$ cat src/verilog/chgsf_defs.svh
`ifndef CHGSF_DEFS_SVH
`define CHGSF_DEFS_SVH
// Contract
// - Source field: 000 none, 001 standard port, 010 charging port, 011 dedicated port.
// - Source field reads 101 for unknown adapter, 110 for non-standard adapter.
// - Source field reads 111 in OTG mode.
// - Charge phase: 00 idle, 01 pre-charge, 10 fast, 11 terminated.
// - Power-good flag reads 1 when input power is good.
// - Thermal-regulation flag reads 1 while in thermal regulation.
// - Minimum-system flag reads 1 while battery sits below minimum system voltage.
// - Watchdog fault bit reads 1 after watchdog expiry.
// - Boost fault bit reads 1 on any condition blocking boost.
// - Charge fault code 00 normal, 01 input fault.
// - Charge fault code 10 thermal shutdown, 11 safety timer expired.
// - Battery fault bit reads 1 on battery overvoltage.
// - Charging temperature zone: 000 normal, 010 warm, 011 cool, 101 cold, 110 hot.
// - Boost temperature zone uses only 000, 101 and 110.
// - Input-attached flag reads 1 while input supply is attached.
// - Flag reads 1 while input voltage limit loop is active.
// - Flag reads 1 while input current limit loop is active.
// - Flag reads 1 while the finish timer is counting.
// - Flag reads 1 while in input overvoltage.
// - Voltage-limit mask, default 0, set to 1 suppresses that interrupt pulse.
// - Current-limit mask, default 0, set to 1 suppresses that interrupt pulse.
// - Status fields are read-only; only the two mask bits take writes; the code also takes a write to the reset command bit.
// - Register reset restores defaults, resets safety timer, then self-clears.

`define CHGSF_OFF_CHG_STATUS 8'h08
`define CHGSF_OFF_FAULT_STATUS 8'h09
`define CHGSF_OFF_LIMIT_MASKS 8'h0a
`define CHGSF_OFF_REG_RESET 8'h0b
`define CHGSF_BIT_REG_RESET 7
`define CHGSF_MASK_RESET 2'h0
`define CHGSF_SRC_NONE 3'h0
`define CHGSF_SRC_SDP 3'h1
`define CHGSF_SRC_CDP 3'h2
`define CHGSF_SRC_DCP 3'h3
`define CHGSF_SRC_RSVD 3'h4
`define CHGSF_SRC_UNKNOWN 3'h5
`define CHGSF_SRC_NONSTD 3'h6
`define CHGSF_SRC_OTG 3'h7
`define CHGSF_TEMP_NORMAL 3'h0
`define CHGSF_TEMP_WARM 3'h2
`define CHGSF_TEMP_COOL 3'h3
`define CHGSF_TEMP_COLD 3'h5
`define CHGSF_TEMP_HOT 3'h6
`define CHGSF_CORE_WIDTH 22
`endif

$ cat src/verilog/chgsf_pkg.sv
`include "chgsf_defs.svh"
package chgsf_pkg;

  typedef struct packed {
    logic [7:0] chg_status;
    logic [7:0] fault_status;
    logic [5:0] limit_live;
    logic [1:0] masks;
    logic reset_busy;
    logic timer_reset;
    logic [7:0] rdata;
    logic rvalid;
  } chgsf_state_t;

  // Codes the core should never produce read as no input rather than a stale class.
  function automatic logic [2:0] chgsf_src_code(input logic otg, input logic [2:0] raw);
    if (otg)
      return `CHGSF_SRC_OTG;
    else if (raw == `CHGSF_SRC_RSVD || raw == `CHGSF_SRC_OTG)
      return `CHGSF_SRC_NONE;
    else
      return raw;
  endfunction

  // Warm and cool have no meaning while boosting, so they fold to normal there.
  function automatic logic [2:0] chgsf_temp_code(input logic otg, input logic [2:0] raw);
    if (raw == `CHGSF_TEMP_COLD || raw == `CHGSF_TEMP_HOT)
      return raw;
    else if (!otg && (raw == `CHGSF_TEMP_WARM || raw == `CHGSF_TEMP_COOL))
      return raw;
    else
      return `CHGSF_TEMP_NORMAL;
  endfunction

endpackage

$ cat src/verilog/chgsf_edge_pulse.sv
`timescale 1ns/100ps
`default_nettype none
module chgsf_edge_pulse
  import chgsf_pkg::*;
#(
  parameter int WIDTH = 2
)
(
  // Clock and control
  input wire logic clk,
  input wire logic rst_n,
  input wire logic clk_en,
  // Levels and their masks
  input wire logic [WIDTH-1:0] level,
  input wire logic [WIDTH-1:0] mask,
  // One-cycle event
  output logic pulse
);

  typedef struct packed {
    logic [WIDTH-1:0] prev;
    logic pulse;
  } chgsf_edge_state_t;

  chgsf_edge_state_t st_r;
  chgsf_edge_state_t st_nxt;

  if (WIDTH < 2)
  begin : g_check
    $error("Edge pulse needs one bit for each limit loop.");
  end

  // A masked loop still updates its history, so unmasking later gives no stale event.
  always_comb
  begin
    st_nxt.prev = level;
    st_nxt.pulse = |(level & ~st_r.prev & ~mask);
  end

  always_ff @(posedge clk or negedge rst_n)
  begin
    if (!rst_n)
      st_r <= '0;
    else if (clk_en)
      st_r <= st_nxt;
  end

  assign pulse = st_r.pulse;

  a_vlimit_masked: assert property (@(posedge clk) disable iff (!rst_n)
    clk_en && mask[0] && (level[1] == st_r.prev[1]) |=> !pulse)
    else $error("Masked voltage-limit event raised a pulse.");
  a_ilimit_masked: assert property (@(posedge clk) disable iff (!rst_n)
    clk_en && mask[1] && (level[0] == st_r.prev[0]) |=> !pulse)
    else $error("Masked current-limit event raised a pulse.");
  a_limit_rise: assert property (@(posedge clk) disable iff (!rst_n)
    clk_en && |(level & ~st_r.prev & ~mask) |=> pulse ##1 (!pulse || !$past(clk_en) || $past(|(level & ~st_r.prev))))
    else $error("Unmasked limit rise gave no single pulse.");

endmodule
`default_nettype wire

$ cat src/verilog/chgsf_regs.sv
`timescale 1ns/100ps
`default_nettype none
`include "chgsf_defs.svh"
module chgsf_regs
  import chgsf_pkg::*;
(
  // Clock, reset and enable
  input wire logic clk,
  input wire logic rst_n,
  input wire logic clk_en,
  // Register access from the serial interface
  input wire logic [7:0] reg_addr,
  input wire logic reg_wr,
  input wire logic [7:0] reg_wdata,
  input wire logic reg_rd,
  output logic [7:0] reg_rdata,
  output logic reg_rvalid,
  // Live state from the charger core, asynchronous
  input wire logic otg_mode,
  input wire logic [2:0] input_source_type,
  input wire logic [1:0] charge_phase,
  input wire logic power_good_flag,
  input wire logic thermal_reg_flag,
  input wire logic min_system_reg_flag,
  input wire logic watchdog_expired,
  input wire logic boost_fault,
  input wire logic [1:0] charge_fault_code,
  input wire logic battery_overvoltage_fault,
  input wire logic [2:0] temp_zone_code,
  input wire logic input_attached,
  input wire logic input_voltage_limit_active,
  input wire logic input_current_limit_active,
  input wire logic finish_timer_running,
  input wire logic input_overvoltage_flag,
  // Outputs to the rest of the charger
  output logic safety_timer_reset,
  output logic limit_irq_pulse
);

  logic rst_meta_r;
  logic rst_sync_n_r;
  logic [`CHGSF_CORE_WIDTH-1:0] core_raw;
  logic [`CHGSF_CORE_WIDTH-1:0] core_s;
  logic otg_s;
  logic [2:0] src_s;
  logic [1:0] phase_s;
  logic pg_s;
  logic therm_s;
  logic minsys_s;
  logic wd_s;
  logic boost_s;
  logic [1:0] cfault_s;
  logic batov_s;
  logic [2:0] temp_s;
  logic attach_s;
  logic vlim_s;
  logic ilim_s;
  logic topoff_s;
  logic ovp_s;
  logic wr_masks;
  logic wr_reset;
  chgsf_state_t st_r;
  chgsf_state_t st_nxt;

  // Reset enters asynchronously but is released only on a clock edge.
  always_ff @(posedge clk or negedge rst_n)
  begin
    if (!rst_n)
    begin
      rst_meta_r <= 1'b0;
      rst_sync_n_r <= 1'b0;
    end
    else
    begin
      rst_meta_r <= 1'b1;
      rst_sync_n_r <= rst_meta_r;
    end
  end

  assign core_raw = {otg_mode, input_source_type, charge_phase, power_good_flag, thermal_reg_flag,
                     min_system_reg_flag, watchdog_expired, boost_fault, charge_fault_code,
                     battery_overvoltage_fault, temp_zone_code, input_attached,
                     input_voltage_limit_active, input_current_limit_active, finish_timer_running,
                     input_overvoltage_flag};

  // Bits of one multi-bit code may resolve on different edges; a read can see a one-cycle mix.
  chgsf_sync #(
    .WIDTH(`CHGSF_CORE_WIDTH)
  ) u_core_sync (
    .clk(clk),
    .rst_n(rst_sync_n_r),
    .clk_en(clk_en),
    .d(core_raw),
    .q(core_s)
  );

  assign {otg_s, src_s, phase_s, pg_s, therm_s, minsys_s, wd_s, boost_s, cfault_s, batov_s, temp_s,
          attach_s, vlim_s, ilim_s, topoff_s, ovp_s} = core_s;

  assign wr_masks = reg_wr && (reg_addr == `CHGSF_OFF_LIMIT_MASKS);
  assign wr_reset = reg_wr && (reg_addr == `CHGSF_OFF_REG_RESET) && reg_wdata[`CHGSF_BIT_REG_RESET];

  always_comb
  begin
    st_nxt = st_r;
    st_nxt.rvalid = 1'b0;
    st_nxt.timer_reset = 1'b0;
    st_nxt.chg_status = {chgsf_src_code(otg_s, src_s), phase_s, pg_s, therm_s, minsys_s};
    st_nxt.fault_status = {wd_s, boost_s, cfault_s, batov_s, chgsf_temp_code(otg_s, temp_s)};
    st_nxt.limit_live = {attach_s, vlim_s, ilim_s, 1'b0, topoff_s, ovp_s};
    // Only the masks and the reset command are writable; other writes fall away.
    if (st_r.reset_busy)
    begin
      st_nxt.masks = `CHGSF_MASK_RESET;
      st_nxt.timer_reset = 1'b1;
      st_nxt.reset_busy = 1'b0;
    end
    else if (wr_reset)
      st_nxt.reset_busy = 1'b1;
    else if (wr_masks)
      st_nxt.masks = reg_wdata[1:0];
    if (reg_rd)
    begin
      st_nxt.rvalid = 1'b1;
      unique case (reg_addr)
        `CHGSF_OFF_CHG_STATUS: st_nxt.rdata = st_r.chg_status;
        `CHGSF_OFF_FAULT_STATUS: st_nxt.rdata = st_r.fault_status;
        `CHGSF_OFF_LIMIT_MASKS: st_nxt.rdata = {st_r.limit_live, st_r.masks};
        `CHGSF_OFF_REG_RESET: st_nxt.rdata = {st_r.reset_busy, 7'h00};
        default: st_nxt.rdata = 8'h00;
      endcase
    end
  end

  always_ff @(posedge clk or negedge rst_sync_n_r)
  begin
    if (!rst_sync_n_r)
      st_r <= '0;
    else if (clk_en)
      st_r <= st_nxt;
  end

  // Mask bit 1 gates the voltage loop (level bit 0), mask bit 0 the current loop.
  chgsf_edge_pulse #(
    .WIDTH(2)
  ) u_limit_irq (
    .clk(clk),
    .rst_n(rst_sync_n_r),
    .clk_en(clk_en),
    .level({ilim_s, vlim_s}),
    .mask({st_r.masks[0], st_r.masks[1]}),
    .pulse(limit_irq_pulse)
  );

  assign reg_rdata = st_r.rdata;
  assign reg_rvalid = st_r.rvalid;
  assign safety_timer_reset = st_r.timer_reset;

  a_src_port: assert property (@(posedge clk) disable iff (!rst_sync_n_r)
    clk_en && !otg_s && !src_s[2] |=> st_r.chg_status[7:5] == $past(src_s))
    else $error("Port source code not reported.");
  a_src_adapter: assert property (@(posedge clk) disable iff (!rst_sync_n_r)
    clk_en && !otg_s && (src_s == `CHGSF_SRC_UNKNOWN || src_s == `CHGSF_SRC_NONSTD)
    |=> st_r.chg_status[7:5] == $past(src_s))
    else $error("Adapter source code not reported.");
  a_src_otg: assert property (@(posedge clk) disable iff (!rst_sync_n_r)
    clk_en && otg_s |=> st_r.chg_status[7:5] == `CHGSF_SRC_OTG)
    else $error("Source code not OTG while boosting.");
  a_phase_track: assert property (@(posedge clk) disable iff (!rst_sync_n_r)
    clk_en |=> st_r.chg_status[4:3] == $past(phase_s))
    else $error("Charge phase not tracked.");
  a_power_good: assert property (@(posedge clk) disable iff (!rst_sync_n_r)
    clk_en |=> st_r.chg_status[2] == $past(pg_s))
    else $error("Power-good flag not tracked.");
  a_thermal_reg: assert property (@(posedge clk) disable iff (!rst_sync_n_r)
    clk_en |=> st_r.chg_status[1] == $past(therm_s))
    else $error("Thermal flag not tracked.");
  a_min_system: assert property (@(posedge clk) disable iff (!rst_sync_n_r)
    clk_en |=> st_r.chg_status[0] == $past(minsys_s))
    else $error("Minimum-system flag not tracked.");
  a_watchdog_bit: assert property (@(posedge clk) disable iff (!rst_sync_n_r)
    clk_en |=> st_r.fault_status[7] == $past(wd_s))
    else $error("Watchdog fault not tracked.");
  a_boost_bit: assert property (@(posedge clk) disable iff (!rst_sync_n_r)
    clk_en |=> st_r.fault_status[6] == $past(boost_s))
    else $error("Boost fault not tracked.");
  a_input_fault: assert property (@(posedge clk) disable iff (!rst_sync_n_r)
    clk_en && !cfault_s[1] |=> st_r.fault_status[5:4] == $past(cfault_s))
    else $error("Input fault code wrong.");
  a_thermal_timer: assert property (@(posedge clk) disable iff (!rst_sync_n_r)
    clk_en && cfault_s[1] |=> st_r.fault_status[5:4] == $past(cfault_s))
    else $error("Thermal or timer fault code wrong.");
  a_battery_ov: assert property (@(posedge clk) disable iff (!rst_sync_n_r)
    clk_en |=> st_r.fault_status[3] == $past(batov_s))
    else $error("Battery fault not tracked.");
  a_temp_buck: assert property (@(posedge clk) disable iff (!rst_sync_n_r)
    clk_en && !otg_s && (temp_s inside {3'h0, 3'h2, 3'h3, 3'h5, 3'h6}) |=> st_r.fault_status[2:0] == $past(temp_s))
    else $error("Charging temperature zone wrong.");
  a_temp_boost: assert property (@(posedge clk) disable iff (!rst_sync_n_r)
    clk_en && otg_s |=> st_r.fault_status[2:0] inside {3'h0, 3'h5, 3'h6})
    else $error("Boost temperature zone outside allowed set.");
  a_attached: assert property (@(posedge clk) disable iff (!rst_sync_n_r)
    clk_en |=> st_r.limit_live[5] == $past(attach_s))
    else $error("Input-attached flag not tracked.");
  a_vlimit_flag: assert property (@(posedge clk) disable iff (!rst_sync_n_r)
    clk_en |=> st_r.limit_live[4] == $past(vlim_s))
    else $error("Voltage-limit flag not tracked.");
  a_ilimit_flag: assert property (@(posedge clk) disable iff (!rst_sync_n_r)
    clk_en |=> st_r.limit_live[3] == $past(ilim_s))
    else $error("Current-limit flag not tracked.");
  a_finish_timer: assert property (@(posedge clk) disable iff (!rst_sync_n_r)
    clk_en |=> st_r.limit_live[1] == $past(topoff_s))
    else $error("Finish-timer flag not tracked.");
  a_input_ovp: assert property (@(posedge clk) disable iff (!rst_sync_n_r)
    clk_en |=> st_r.limit_live[0] == $past(ovp_s))
    else $error("Input overvoltage flag not tracked.");
  a_masks_hold: assert property (@(posedge clk) disable iff (!rst_sync_n_r)
    clk_en && !wr_masks && !st_r.reset_busy |=> st_r.masks == $past(st_r.masks))
    else $error("Masks changed without a write.");
  a_reg_reset: assert property (@(posedge clk) disable iff (!rst_sync_n_r)
    clk_en && wr_reset && !st_r.reset_busy |=> st_r.reset_busy ##1 (!clk_en || $past(!clk_en) ||
    (st_r.masks == `CHGSF_MASK_RESET && safety_timer_reset && !st_r.reset_busy)))
    else $error("Register reset did not restore and self-clear.");
  a_read_live: assert property (@(posedge clk) disable iff (!rst_sync_n_r)
    clk_en && reg_rd && reg_addr == `CHGSF_OFF_CHG_STATUS |=> reg_rvalid && reg_rdata == $past(st_r.chg_status))
    else $error("Status read returned wrong value.");

endmodule
`default_nettype wire

$ cat src/verilog/chgsf_sync.sv
`timescale 1ns/100ps
`default_nettype none
module chgsf_sync
  import chgsf_pkg::*;
#(
  parameter int WIDTH = 1
)
(
  // Clock and control
  input wire logic clk,
  input wire logic rst_n,
  input wire logic clk_en,
  // Data
  input wire logic [WIDTH-1:0] d,
  output logic [WIDTH-1:0] q
);

  typedef struct packed {
    logic [WIDTH-1:0] meta;
    logic [WIDTH-1:0] q;
  } chgsf_sync_state_t;

  chgsf_sync_state_t st_r;
  chgsf_sync_state_t st_nxt;

  if (WIDTH < 1)
  begin : g_check
    $error("Synchroniser width must be at least one.");
  end

  always_comb
  begin
    st_nxt.meta = d;
    st_nxt.q = st_r.meta;
  end

  always_ff @(posedge clk or negedge rst_n)
  begin
    if (!rst_n)
      st_r <= '0;
    else if (clk_en)
      st_r <= st_nxt;
  end

  assign q = st_r.q;

endmodule
`default_nettype wire
$ cat config.mk
export PLATFORM = sky130hd
export DESIGN_NAME = chgsf_regs
export DESIGN_NICKNAME = d
export VERILOG_FILES = /design/src/verilog/chgsf_pkg.sv /design/src/verilog/chgsf_edge_pulse.sv /design/src/verilog/chgsf_regs.sv /design/src/verilog/chgsf_sync.sv
export VERILOG_INCLUDE_DIRS = /design/src /design/src/verilog
export SDC_FILE = /design/constraint.sdc
export NUM_CORES = 1
export LEC_CHECK = 0
export CORE_MARGIN = 8
export CORE_UTILIZATION = 46
export CTS_BUF_LIST = sky130_fd_sc_hd__clkbuf_16
export CTS_CLUSTER_SIZE = 28
export DETAILED_ROUTE_END_ITERATION = 10
export DONT_BUFFER_PORTS = 1
export GPL_TIMING_DRIVEN = 0
export PLACE_DENSITY = 0.68
export RECOVER_POWER = 100
export SLEW_MARGIN = 20
export SYNTH_ARGS = -nofsm -noshare
export SYNTH_HDL_FRONTEND = slang
export SYNTH_SLANG_ARGS = --single-unit
$ cat constraint.sdc
create_clock -name clk -period 3.45 [get_ports clk]
set_input_delay 0 -clock clk [delete_from_list [all_inputs] [get_ports clk]]
set_output_delay 0 -clock clk [all_outputs]
set_load 0.005 [all_outputs]
* Word level (Yosys, flattened, before mapping)
Index checks and enable logic that the tools add are counted.
Storage, ports and cells: register bits 83, latch bits 0, memory bits (writable) 0, memory bits (read-only) 0, bits of input ports 43, memories 0
Operators by class: $add $sub $neg 0, multiply operators 0, divide/modulo/power cells 0, $lt $le $gt $ge 0, equality and inequality tests 11, shift-type cells 0, muxes and demuxes 11, bitwise logic cells 4, reductions and logical operators 12
Operator list (count):
- $eq 8x4->1 const B | 4
- $pmux 8 s4 | 1
- $mux 3 | 5
- $eq 3x3->1 const B | 4
- $eq 3x2->1 const B | 2
- $and 2x2->2 | 2
- $logic_and 1x1->1 | 4
- $mux 2 | 2
- $not 2->2 | 2
- $logic_or 1x1->1 | 3
- $mux 1 | 3
- $reduce_and 3->1 | 1
- $ne 2x1->1 const B | 1
- $reduce_and 2->1 | 1
- $reduce_bool 2->1 | 1
- $reduce_or 2->1 | 1
- $logic_not 1->1 | 1

* Longest topological paths before layout
depth after elaboration 5, mapped depth 5

* By module
Synthesis repeated with hierarchy kept, for this count alone.
Second synthesis, totals: cells, all modules 241, area, all modules 3659.8 µm²
Modules (own cells, without submodules):
- chgsf_sync | instances 1, cells an instance 93, area each 1838.0 µm², seq. area each 1101.1 µm²
- chgsf_regs | instances 1, cells an instance 139, area each 1686.6 µm², seq. area each 900.9 µm²
- chgsf_edge_pulse | instances 1, cells an instance 9, area each 135.1 µm², seq. area each 75.1 µm²

* Worst setup path before layout
Ideal clock, no wire load.
path type input to register, start input reg_addr[5], end register st_r (netlist bit reg_rdata[4]), arrival time 1058 ps, data required time 3346 ps, slack 2289 ps, cell stages on the path 3, path buffers 0, path through or4_4 -> or2_4 -> o41ai_2
Between the ends: longest elaborated chain between the ends 2, elaborated cells between the ends (all ways) 5, classes of those cells 4 x eq/ne; 1 x mux
Ends and longest elaborated chain:
- from (decl) | line chgsf_regs.sv:12 | input wire logic [7:0] reg_addr,
- $eq 8x4->1 | line chgsf_regs.sv:125 | unique case (reg_addr)
- $pmux 8 s4 (*) | line chgsf_regs.sv:125
- to (signal assigned) | line chgsf_regs.sv:140 | st_r <= st_nxt;
- to (decl) | line chgsf_regs.sv:62 | chgsf_state_t st_r;
Mark *: on every way between the ends. The rest lies on a longest branch, timed or not. A chain may end at the register's enable or synchronous reset.

* Worst setup path after layout
start input reg_addr[1], end register st_r[11] (netlist name)
Between the ends: longest elaborated chain between the ends 5, elaborated cells between the ends (all ways) 8, classes of those cells 3 x eq/ne; 5 x reduce/logical
Ends and longest elaborated chain:
- $eq 8x4->1
- $logic_and 1x1->1 (2 in series) | line chgsf_regs.sv:101 | assign wr_reset = reg_wr && (reg_addr == `CHGSF_OFF_REG_RESET) && reg_wdata[`CHGSF_BIT_REG_RESET];
- $ne 2x1->1 (no source line)
- $reduce_and 3->1 (no source line) (*)
Marked as above.

==> run summary <==
DRT antenna net count - 0
Iter 0 DRT Violations - 71
Register area share after synthesis - 60.6%
Setup CP Type - in -> reg
Max transition margin - 21.1%
CTS tree - done
Fin nets - 323
CTS Buffer Depth - 2
Post-CTS Setup Bufs - 0
Root buf cell - clkbuf_16
Hold Crit Depth - 3
Simple-gate share of the synthesized area - 5.20%
Compound-gate portion of the synthesized area - 6.43%
Pwr per Cell Area - 565 nW/µm²
Ratio of cells with drive above 1 in the final layout - 29.1%
Final HPWL DP - 4530 µm
Tmin final - 1700 ps
Final setup margin - 1750 ps
Largest family of logic cells by synthesized area - multiplexers
Worst reg2reg path startpoint - st_r[10]
Critical path arrival - 1970 ps
Antenna Cells - 0
CORE AREA - 7140 µm²
Avg WL per Cell - 16.7 µm
Worst-skew pair later-pin latency - 330 ps
TritonRoute pass-1 iters - 4
Worst-path clk slew - 50 ps
Final Hold Fails - 0
Die Width - 101 µm
Crit path launch type - primary input
CP required - 3710 ps
Distinct cells, synth - 29
Synthesis-to-layout area growth - 20.8%
Total Routing Usage GR - 14.2%
Worst clock skew - 6.08 ps
Syn Std Cell Area - 3350 µm²
CP Max Fanout - 10
Pre-CTS setup slack - 2030 ps
Die Y - 101 µm
RSZ-0062 raised after global routing - no
Post-Synth Adder-Cell Area - 0%
Endpoints failing setup - 0
Gpl congestion - 0.772
FP Rows - 31
Htree depth - 3
DR vias - 1956
Crit. Startpoint - reg_addr[1]
Cell count of the worst reg-to-reg path - 4
Hold Path Class - in -> reg
Post-synth net total - 282
Hold_sp - reg_wr
GRT overflow - 0
Leakage Power - 1.75 nW
Layout fillers - 617
Multiplexer area fraction after synthesis - 23.2%
Kind of end point of the critical path - flip-flop
Vias in the first global route - 2183
Sinks on Clock Net - 81
CTS buffer count - 9
FMAX - 587 MHz
Final setup TNS - 0 ps
Die ar. - 10300 µm²
Status - completed
Worst-margin pin slew - 1180 ps
Peak supply drop - 0.297 mV
Antenna violations before repair - 0
Tcrit/Tclk final - 49.4%
Global-route wire length before repair - 11100 µm
Initial core utilization - 46.9%
Vias/cell - 5.09
# IOs - 54
Max cap viols - 0
Largest net degree at the start of global routing - 53
Final slew viol count - 0
I/O Buffers - 0
Post-Route WL - 6400 µm
Syn avg cell area - 14.0 µm²
Synthesized flop and latch total - 81
Xor/xnor share of the synthesized area - 0.523%
Ys Warns - 0
Cell count after synthesis - 239
DRC viols - 0
logic make-up (layout without fill, tap and decap cells):
logic type / after synthesis / count (layout)
AND/OR/NAND/NOR: 29 / 29
XOR/XNOR: 2 / 2
flip-flops: 81 / 81
AO/OA/AOI/OAI: 30 / 30
multiplexers: 69 / 69
buffers and inverters: 27 / 73
other: 1 / 1
synthesized netlist by cell type, drive strengths merged:
library cell	count	area [µm²]
a22o	7	61.3
a22oi	1	7.51
buf	14	85.1
and4b	1	10.0
nor3	1	16.3
or4	1	11.3
inv	7	26.3
mux2	58	653
or2	1	8.76
nand2	11	41.3
nand3	4	20.0
nor2	6	22.5
o2bb2ai	6	52.6
o21ai	5	25.0
clkbuf	6	22.5
o41ai	1	16.3
a21oi	8	40.0
dfrtp	81	2030
xor2	2	17.5
mux4	1	22.5
nor4	1	21.3
conb	1	3.75
or2b	1	8.76
mux2i	10	100
o22ai	2	12.5
nor3b	1	7.51
nor2b	1	6.26
flip-flops by register name (all words and copies together), names as in the netlist:
name	flops
reg_rvalid	1
st_r	23
safety_timer_reset	1
rst_meta_r	1
rst_sync_n_r	1
u_limit_irq.st_r	1
reg_rdata	8
u_core_sync.st_nxt	22
u_core_sync.q	22
u_limit_irq.pulse	1
repair_timing:
action,CTS,global route
endpoints found under the hold margin,27,0
hold buffers,29,0
resized for setup,0,0
critical path, cell delays in order:
cell and delay (ps):
clkbuf_1 490, nand3_1 170, nor4_1 480, mux2i_1 260, dlygate4sd3_1 570
where the power goes:
part           internal [mW]  total, mW  switching [mW]
registers               1.07       1.15          0.0792
clock network          0.546      0.890           0.344
logic                  0.146      0.246          0.0996
final timing paths:
| check | end | slack (ps) |
|---|---|---|
| worst max-delay path | st_r[11] | 1750 |
| max in group asynchronous | u_core_sync.st_nxt[1] | 2140 |
| min in group asynchronous | rst_meta_r | 420 |
| worst min register to register | rst_sync_n_r | 350 |
| worst max register to register | st_r[11] | 2090 |
| worst min-delay path | st_r[10] | 20 |
cell type report:
| type | instances | area [µm²] | share of cell area, % |
|---|---|---|---|
| Clock buffer | 9 | 225 | 5.57 |
| Timing Repair Buffer | 30 | 318 | 7.86 |
| Multi-Input combinational cell | 131 | 1170 | 29.0 |
| Inverter | 7 | 26.3 | 0.650 |
| Clock inverter | 7 | 53.8 | 1.33 |
| Tap cell | 99 | 124 | 3.06 |
| Buffer | 20 | 98.8 | 2.44 |
| Sequential cell | 81 | 2030 | 50.1 |
layout by cell type (no fill, tap or decap), drive strengths merged, types with 4 or more instances in the layout:
master       count
clkbuf          28
o2bb2ai          6
nand2           11
a21oi            8
dlygate4sd3     29
a22o             7
o21ai            5
mux2            58
nor2             6
inv              8
mux2i           10
dfrtp           81
nand3            4
clkinv           5
metrics by stage:
| stage | utilization, % | cells | cell area (µm²) | hold WS [ps] | power (mW) |
|---|---|---|---|---|---|
| 2_1_floorplan | - | 239 | 3350 | -296 | 1.32 |
| 3_3_place_gp | 48.6 | 338 | 3470 | -296 | 1.37 |
| 3_5_place_dp | 49.1 | 339 | 3500 | -296 | 1.39 |
| 4_1_cts | 57.0 | 384 | 4070 | 3.58 | 2.31 |
| 5_1_grt | 56.7 | 384 | 4040 | 37.6 | 2.39 |
| 6_report | 56.7 | 384 | 4040 | 21.2 | 2.28 |
layer usage:
layer  vias to the layer above  global-route usage, %  part of all wire, %
li1                        920                      -                    -
met1                       986                   17.4                   45
met2                        39                   22.1                   47
met3                        11                   5.22                  6.5
met4                         0                   5.50                  1.6
met5                         -                      0                    0
(Power assumes the default switching activity.)
